`config.mk`:
```
export PLATFORM = sky130hd
export DESIGN_NAME = i2c_eeprom_master
export DESIGN_NICKNAME = d
export VERILOG_FILES = /design/src/core/i2c_eeprom_pkg.sv /design/src/core/bit_sync.sv /design/src/core/tick_divider.sv /design/src/core/i2c_eeprom_master.sv
export SDC_FILE = /design/constraint.sdc
export NUM_CORES = 1
export LEC_CHECK = 0
export BUFFER_PORTS_ARGS = -buffer_cell sky130_fd_sc_hd__buf_2
export CAP_MARGIN = 20
export CORE_MARGIN = 2
export CORE_UTILIZATION = 61
export CTS_BUF_LIST = sky130_fd_sc_hd__clkbuf_8
export DETAILED_ROUTE_END_ITERATION = 16
export PLACE_DENSITY = 0.88
export SYNTH_ARGS = -nofsm -noshare
export SYNTH_HDL_FRONTEND = slang
export SYNTH_HIERARCHICAL = 1
export SYNTH_SLANG_ARGS = --single-unit
```
`constraint.sdc`:
```
create_clock -name clk -period 4.35 [get_ports clk]
set_input_delay 0.6525 -clock clk [delete_from_list [all_inputs] [get_ports clk]]
set_output_delay 0.6525 -clock clk [all_outputs]
set_load 0.02 [all_outputs]
```
`src/core/i2c_eeprom_pkg.sv`:
```
// shared constants for the i2c eeprom master
package i2c_eeprom_pkg;

  // register indices; byte address is four times the index
  localparam logic [15:0] IDX_CTRL = 16'hF0B0; // control and status
  localparam logic [15:0] IDX_TGT = 16'hF0B1; // target address
  localparam logic [15:0] IDX_RXD = 16'hF0B2; // receive data
  localparam logic [15:0] IDX_TXD = 16'hF0B3; // transmit data

  // control and status field positions
  localparam int unsigned POS_RX_FULL = 7; // receive full
  localparam int unsigned POS_ERR = 5; // bus error, write 1 to clear
  localparam int unsigned POS_TX_EMPTY = 3; // transmit empty
  localparam int unsigned POS_STOP = 1; // stop after current byte

  // target address register fields
  localparam int unsigned POS_DIR = 0; // 0 write, 1 read

  // values after reset
  localparam logic [7:0] TGT_RST = 8'h00;
  localparam logic [7:0] RXD_RST = 8'h00;
  localparam logic [7:0] TXD_RST = 8'h00;

  // bus timing: one quarter of an scl bit
  localparam int unsigned CLK_PERIOD_NS = 4;
  localparam int unsigned QUARTER_NS = 2500;
  localparam int unsigned QUARTER_CYC =
    (QUARTER_NS + CLK_PERIOD_NS - 1) / CLK_PERIOD_NS;

  // bit index of the acknowledge bit within a byte slot
  localparam logic [3:0] ACK_SLOT = 4'h8;

  // link states, gray coded in the order listed
  typedef enum logic [2:0]
  {
    ST_IDLE = 3'h0,
    ST_START = 3'h1,
    ST_ADDR = 3'h3,
    ST_TX = 3'h2,
    ST_RX = 3'h6,
    ST_STOP = 3'h7,
    ST_HOLD = 3'h5
  } link_state_t;

endpackage

```
`src/core/bit_sync.sv`:
```
// two flip-flop synchroniser for one level from outside the clock domain
`timescale 1ns/1ps
module bit_sync
(
  // clock and reset
  input wire logic clk,
  input wire logic rst_n,
  // level in and synchronised level out
  input wire logic din,
  output logic dout
);

  typedef struct packed
  {
    logic meta; // first stage, read only by the second
    logic held; // second stage
  } sync_t;

  sync_t r;
  sync_t n;

  // next stage values
  always_comb
  begin
    n.meta = din;
    n.held = r.meta;
  end

  // released bus lines idle high, so reset high
  always_ff @(posedge clk or negedge rst_n)
  begin
    if (!rst_n)
      r <= 2'h3;
    else
      r <= n;
  end

  assign dout = r.held;

endmodule

```
`src/core/tick_divider.sv`:
```
// free running divider giving a one-cycle enable every div cycles
`timescale 1ns/1ps
module tick_divider
#(
  parameter int unsigned DIV = 4
)
(
  // clock and reset
  input wire logic clk,
  input wire logic rst_n,
  // enable pulse
  output logic tick
);

  typedef struct packed
  {
    logic [15:0] cnt; // cycles since last tick
    logic pulse; // registered enable
  } div_t;

  div_t r;
  div_t n;

  // count up, wrap and pulse on the last cycle
  always_comb
  begin
    n = r;
    n.pulse = 1'b0;
    if (r.cnt == 16'(DIV - 1))
    begin
      n.cnt = 16'h0000;
      n.pulse = 1'b1;
    end
    else
      n.cnt = r.cnt + 16'h0001;
  end

  always_ff @(posedge clk or negedge rst_n)
  begin
    if (!rst_n)
      r <= '0;
    else
      r <= n;
  end

  assign tick = r.pulse;

endmodule

```
`src/core/i2c_eeprom_master.sv`:
```
// i2c eeprom master: apb registers, byte engine and open-drain pins
`timescale 1ns/1ps
module i2c_eeprom_master
(
  // clock and reset
  input wire logic clk,
  input wire logic rst_n,
  // apb slave
  input wire logic [17:0] paddr,
  input wire logic psel,
  input wire logic penable,
  input wire logic pwrite,
  input wire logic [31:0] pwdata,
  output logic [31:0] prdata,
  output logic pready,
  output logic pslverr,
  // i2c data pin, open drain
  input wire logic sdaIn,
  output logic sdaOut,
  output logic sdaOe,
  // i2c clock pin, open drain
  input wire logic sclIn,
  output logic sclOut,
  output logic sclOe
);

  typedef struct packed
  {
    i2c_eeprom_pkg::link_state_t state; // link state
    logic [1:0] q; // quarter within a bit
    logic [3:0] bitCnt; // bit within byte slot
    logic [8:0] shift; // byte plus ack slot
    logic smp; // sda sampled while scl high
    logic [7:0] txData; // transmit data register
    logic [7:0] tgtAddr; // target address register
    logic [7:0] rxData; // receive data register
    logic stopBit; // stop after current byte
    logic txBusy; // inverse of transmit empty
    logic rxFull; // receive full flag
    logic busErr; // bus error flag
    logic sdaLow; // pull sda low
    logic sclLow; // pull scl low
    logic [31:0] rdData; // read data caught in setup
    logic badAddr; // setup hit no register
  } master_t;

  master_t r;
  master_t n;

  logic tick; // quarter-bit enable
  logic sdaSync; // synchronised sda
  logic sclSync; // synchronised scl
  logic access; // apb access phase
  logic hitCtrl;
  logic hitTgt;
  logic hitRxd;
  logic hitTxd;
  logic txAcc; // transmit write accepted
  logic rxRd; // receive data read completes
  logic byteEnd; // last quarter of an ack slot
  logic [7:0] statusByte; // control and status read value
  logic [7:0] rdMux; // register read value

  // pins are only ever pulled low or released
  bit_sync u_sdaSync
  (
    .clk(clk),
    .rst_n(rst_n),
    .din(sdaIn),
    .dout(sdaSync)
  );

  bit_sync u_sclSync
  (
    .clk(clk),
    .rst_n(rst_n),
    .din(sclIn),
    .dout(sclSync)
  );

  // four ticks make one scl bit
  tick_divider #(.DIV(i2c_eeprom_pkg::QUARTER_CYC)) u_div
  (
    .clk(clk),
    .rst_n(rst_n),
    .tick(tick)
  );

  // address decode, word aligned only
  assign access = psel && penable;
  assign hitCtrl = paddr[1:0] == 2'h0 &&
    paddr[17:2] == i2c_eeprom_pkg::IDX_CTRL;
  assign hitTgt = paddr[1:0] == 2'h0 &&
    paddr[17:2] == i2c_eeprom_pkg::IDX_TGT;
  assign hitRxd = paddr[1:0] == 2'h0 &&
    paddr[17:2] == i2c_eeprom_pkg::IDX_RXD;
  assign hitTxd = paddr[1:0] == 2'h0 &&
    paddr[17:2] == i2c_eeprom_pkg::IDX_TXD;

  // a new byte is taken only when idle or holding the bus in write mode;
  // in a held read the next byte is pulled by reading receive data instead
  assign txAcc = access && pwrite && hitTxd &&
    (r.state == i2c_eeprom_pkg::ST_IDLE ||
    (r.state == i2c_eeprom_pkg::ST_HOLD &&
    !r.tgtAddr[i2c_eeprom_pkg::POS_DIR]));
  assign rxRd = access && !pwrite && hitRxd;
  assign byteEnd = tick && r.q == 2'h3 && r.bitCnt == i2c_eeprom_pkg::ACK_SLOT &&
    (r.state == i2c_eeprom_pkg::ST_ADDR ||
    r.state == i2c_eeprom_pkg::ST_TX || r.state == i2c_eeprom_pkg::ST_RX);

  // status view; unlisted bits read zero
  always_comb
  begin
    statusByte = 8'h00;
    statusByte[i2c_eeprom_pkg::POS_RX_FULL] = r.rxFull;
    statusByte[i2c_eeprom_pkg::POS_ERR] = r.busErr;
    statusByte[i2c_eeprom_pkg::POS_TX_EMPTY] = !r.txBusy;
    statusByte[i2c_eeprom_pkg::POS_STOP] = r.stopBit;
  end

  // transmit data is write only and reads as zero
  assign rdMux = hitCtrl ? statusByte :
    hitTgt ? r.tgtAddr :
    hitRxd ? r.rxData : 8'h00;

  // next state: bus slave first, then the link engine, so that
  // hardware setting a flag wins over software clearing it
  always_comb
  begin
    n = r;
    // read data is caught in setup so prdata comes from a flip-flop
    if (psel && !penable)
    begin
      n.rdData = {24'h000000, rdMux};
      n.badAddr = !(hitCtrl || hitTgt || hitRxd || hitTxd);
    end
    // software writes
    if (access && pwrite && hitCtrl)
    begin
      n.stopBit = pwdata[i2c_eeprom_pkg::POS_STOP];
      if (pwdata[i2c_eeprom_pkg::POS_ERR])
        n.busErr = 1'b0;
    end
    if (access && pwrite && hitTgt)
      n.tgtAddr = pwdata[7:0];
    if (rxRd)
      n.rxFull = 1'b0;
    // quarter-bit engine
    if (tick)
    begin
      case (r.state)
        i2c_eeprom_pkg::ST_START:
        begin
          n.q = r.q + 2'h1;
          // start done: address byte with direction follows
          if (r.q == 2'h3)
          begin
            n.state = i2c_eeprom_pkg::ST_ADDR;
            n.shift = {r.tgtAddr, 1'b1};
            n.bitCnt = 4'h0;
          end
        end
        i2c_eeprom_pkg::ST_ADDR,
        i2c_eeprom_pkg::ST_TX,
        i2c_eeprom_pkg::ST_RX:
        begin
          // a slave stretching scl holds the high phase back
          if (r.q == 2'h1 && !sclSync)
            n.q = r.q;
          else
            n.q = r.q + 2'h1;
          if (r.q == 2'h2)
            n.smp = sdaSync;
          if (r.q == 2'h3)
          begin
            n.shift = {r.shift[7:0], r.smp};
            n.bitCnt = r.bitCnt + 4'h1;
          end
        end
        i2c_eeprom_pkg::ST_STOP:
        begin
          n.q = r.q + 2'h1;
          if (r.q == 2'h3)
            n.state = i2c_eeprom_pkg::ST_IDLE;
        end
        default:
          n.q = 2'h0;
      endcase
    end
    // end of a byte slot; r.smp holds the ack, high means none
    if (byteEnd)
    begin
      n.q = 2'h0;
      n.bitCnt = 4'h0;
      case (r.state)
        i2c_eeprom_pkg::ST_ADDR:
        begin
          if (r.smp)
          begin
            n.busErr = 1'b1;
            n.txBusy = 1'b0;
            n.state = i2c_eeprom_pkg::ST_STOP;
          end
          else if (r.tgtAddr[i2c_eeprom_pkg::POS_DIR])
          begin
            n.txBusy = 1'b0;
            n.state = i2c_eeprom_pkg::ST_RX;
            n.shift = 9'h1FF;
          end
          else
          begin
            n.state = i2c_eeprom_pkg::ST_TX;
            n.shift = {r.txData, 1'b1};
          end
        end
        i2c_eeprom_pkg::ST_TX:
        begin
          n.txBusy = 1'b0;
          if (r.smp)
            n.busErr = 1'b1;
          if (r.stopBit || r.smp)
            n.state = i2c_eeprom_pkg::ST_STOP;
          else
            n.state = i2c_eeprom_pkg::ST_HOLD;
        end
        default:
        begin
          n.rxData = r.shift[7:0];
          n.rxFull = 1'b1;
          if (r.stopBit)
            n.state = i2c_eeprom_pkg::ST_STOP;
          else
            n.state = i2c_eeprom_pkg::ST_HOLD;
        end
      endcase
    end
    // held read: next byte only once the last one was read
    if (r.state == i2c_eeprom_pkg::ST_HOLD &&
      r.tgtAddr[i2c_eeprom_pkg::POS_DIR] && !r.rxFull)
    begin
      n.state = i2c_eeprom_pkg::ST_RX;
      n.shift = 9'h1FF;
      n.q = 2'h0;
      n.bitCnt = 4'h0;
    end
    // accepted transmit write
    if (txAcc)
    begin
      n.txData = pwdata[7:0];
      n.txBusy = 1'b1;
      n.q = 2'h0;
      n.bitCnt = 4'h0;
      if (r.state == i2c_eeprom_pkg::ST_IDLE)
      begin
        n.state = i2c_eeprom_pkg::ST_START;
        if (r.tgtAddr[i2c_eeprom_pkg::POS_DIR])
          n.rxFull = 1'b0;
      end
      else
      begin
        // bus still held: data byte only, no start or address
        n.state = i2c_eeprom_pkg::ST_TX;
        n.shift = {pwdata[7:0], 1'b1};
      end
    end
    // pin drive follows the next state so the pins come from flip-flops
    case (n.state)
      i2c_eeprom_pkg::ST_START:
      begin
        n.sclLow = n.q == 2'h3;
        n.sdaLow = n.q[1];
      end
      i2c_eeprom_pkg::ST_ADDR,
      i2c_eeprom_pkg::ST_TX:
      begin
        n.sclLow = n.q == 2'h0 || n.q == 2'h3;
        n.sdaLow = !n.shift[8];
      end
      i2c_eeprom_pkg::ST_RX:
      begin
        n.sclLow = n.q == 2'h0 || n.q == 2'h3;
        // ack while more bytes follow, nack before the stop
        n.sdaLow = n.bitCnt == i2c_eeprom_pkg::ACK_SLOT &&
          !n.stopBit;
      end
      i2c_eeprom_pkg::ST_STOP:
      begin
        n.sclLow = n.q == 2'h0;
        n.sdaLow = !n.q[1];
      end
      i2c_eeprom_pkg::ST_HOLD:
      begin
        // scl held low keeps the slave waiting between bytes
        n.sclLow = 1'b1;
        n.sdaLow = 1'b1;
      end
      default:
      begin
        n.sclLow = 1'b0;
        n.sdaLow = 1'b0;
      end
    endcase
  end

  // all registers reset to zero: idle, empty, no error
  always_ff @(posedge clk or negedge rst_n)
  begin
    if (!rst_n)
      r <= '0;
    else
      r <= n;
  end

  // apb answers in the first access cycle
  assign pready = 1'b1;
  assign prdata = r.rdData;
  assign pslverr = access && r.badAddr;

  // open drain: only ever drive low
  assign sdaOut = 1'b0;
  assign sdaOe = r.sdaLow;
  assign sclOut = 1'b0;
  assign sclOe = r.sclLow;
endmodule

```
==> results.ini <==
[logic_synthesis]
synth_warnings=6
synthArstFlopShare_pct=100
ys_seq_area_share_pct=45.8
syn-cell-area_mm2=0.00433
synthCells=452
synth_top_cell_by_area=dfrtp_1
synth-edff-count=0
ys_types=61
synth-main-ff-cell=dfrtp_1
synth_top_area_share_pct=43.4
synth_area_leaders=dfrtp_1 43%, buf_4 6.1%, nand2_1 4.8%
synth_most_common_cell=dfrtp_1
syn_avg_cell_area_um2=9.57
synth-seq-cells=79
synthTopCellsByCount=75 x dfrtp_1, 55 x nand2_1, 35 x buf_4, 28 x inv_1, 27 x a21oi_1

[grt]
antenna_found_initial=0
first_global_vias=3271
track_usage_pct=25.1
grt_pass1_wl_um=15300
grt_max_degree=80
gr-total-overflow=0

[placed_design]
post_dp_cell_area_mm2=0.00444
io_buffers=43
hpwl_um=6480
place_ws_ps=813
routabilityCongestion=0.843

[drt]
ant_nets=0
via_per_inst=5.92
routed_wl_um=9250
dr.pass1.iters=6
drtIter0Drc=336
vias=3437
routedWlPerCell_um=15.9
drc=0

[clocking]
cts_max_level=3
clk_pin_slew_ps=80
cts_root_buf=clkbuf_8
cts_hold_buf=0
cts_num_sinks=79
cts.repair.resized=0
cts_buffers=9
cts_tree=yes
clk_latency_ps=350
post_cts_buffers=0
clock_path_buffers=2

[power_and_ir_drop]
pwr-share-clk_pct=45.0
comb_power_share_pct=4.6
power_mw=1.46
switching_share_pct=22.4
p_switching_uw=327
ir_worst_vdd_uv=174
power_leakage_nw=2.24
p_int_mw=1.14
power.density_mw_per_mm2=313
seq_power_share_pct=50.4

[critical_path]
worstPathRequired_ps=4610
critical_path.top_delay_family=simple AND/OR/NAND/NOR gates
critical_path_class=input port to flop
crit_path_max_incr_delay_ps=710
crit_chain=buf_2 > nor4b_1 > nand4_1 > nor4_1 > nand3_1 > o22a_1 > mux2_2 > o22ai_2
slowest_stage=nor4_1
end_kind=flop
critPathMaxFanout=14
startpoint_type=input port
arrival_ps=3470
crit_buf_inv=1

[layout]
ff_latch_area_mm2=0.00198
fin_area_mm2=0.00468
largest_reg_flops=48
drive_gt1_share_pct=18.6
syn2layout_area_growth_pct=8.18
multi_input_area_mm2=0.00200
fin_nets=547
num-fill-cells=517
largest_register=r
diodes=0

[timing]
worst_pin_slew_ps=1090
layout_min_cycle_time_ps=3200
fin_crit_sh_pct=73.6
tns_ps=0
slew_headroom_pct=26.6
skew_ps=12.5
setup_viol=0
holdWs_ps=360
rsz0062_at_grt=no
setup_slack_ps=1150
drv_slew=0
hold_viol=0
fmax_ghz=0.312

[floorplan]
boundaryPins=95
row_count=30
core_area_mm2=0.00683
die_h_um=88.2
initial_core_util_pct=63.3
fp.dieArea_mm2=0.00778
die_w_um=88.2

[min_path]
hold_class=flop to flop

[outcome]
outcome=finished, final reports clean

[run]
drv_cap=0

[layout by cell type, fill, tap and decap left out, drive strengths merged, types with 4 or more instances in the layout]
| cell | netlist | routed |
|---|---|---|
| a21oi | 27 | 27 |
| a22oi | 5 | 5 |
| and2 | 5 | 5 |
| buf | 41 | 45 |
| clkbuf | 12 | 9 |
| conb | 2 | 27 |
| dfrtp | 75 | 75 |
| dfstp | 4 | 4 |
| ha | 10 | 10 |
| inv | 28 | 29 |
| mux2 | 14 | 14 |
| mux2i | 6 | 6 |
| nand2 | 56 | 56 |
| nand3 | 14 | 14 |
| nand4 | 7 | 7 |
| nor2 | 24 | 24 |
| nor3 | 5 | 5 |
| nor4 | 8 | 8 |
| o21ai | 11 | 11 |
| o221ai | 7 | 7 |
| o22ai | 11 | 11 |
| o31ai | 11 | 11 |
| or3 | 11 | 11 |
| or4 | 4 | 4 |
| xnor2 | 6 | 6 |
| xor2 | 6 | 6 |
[power by group through the flow]
stage | sequential (mW) | clock (mW) | combinational, mW
after floorplan | 0.752 | 0 | 0.0512
after CTS | 0.738 | 0.667 | 0.0673
after global placement | 0.752 | 0 | 0.0662
after detailed placement | 0.752 | 0 | 0.0672
final | 0.738 | 0.658 | 0.0669
after global routing | 0.738 | 0.704 | 0.0755
[metrics by stage]
step,cells,utilization (%)
CTS,581,68.5
detailed placement,565,64.9
global route,581,68.5
floorplan,477,-
finish,581,68.5
global placement,565,64.9
[cells by family after synthesis]
kind of cell / count (synthesis) / share of synthesized area (%)
other cells: 2 / 0.174
flops: 79 / 45.8
buf+inv: 81 / 10.4
simple gates: 159 / 19.5
mux: 20 / 5.03
compound gates: 89 / 13.8
xor+xnor: 12 / 2.43
fa+ha+maj: 10 / 2.89
[final cells by class]
cell class / count / area share (%)
Tap cell: 96 / 2.57
Timing Repair Buffer: 45 / 4.97
Clock buffer: 9 / 2.65
Multi-Input combinational cell: 317 / 42.7
Clock inverter: 7 / 2.57
Sequential cell: 79 / 42.3
Inverter: 28 / 2.25
[metal layers]
layer / vias up / part of all wire (%) / GRT usage, %
li1: 1585 / - / -
met1: 1639 / 41 / 32.7
met2: 189 / 48 / 40.3
met3: 24 / 8.4 / 7.18
met4: 0 / 2.4 / 9.50
met5: - / 0 / 0
[final timing paths]
path                             endpoint  depth (start not counted)           start  slack [ps]
setup / recovery                    sdaOe                          8       paddr[11]        1150
hold / removal             u_sdaSync/dout                          0  u_sdaSync/n[0]         360
setup reg to reg                    sdaOe                          8           r[78]        1200
hold reg to reg            u_sdaSync/dout                          0  u_sdaSync/n[0]         360
max in group asynchronous           r[77]                          1           rst_n        3270
min in group asynchronous       prdata[4]                          1           rst_n         450
(Power assumes the default switching activity.)
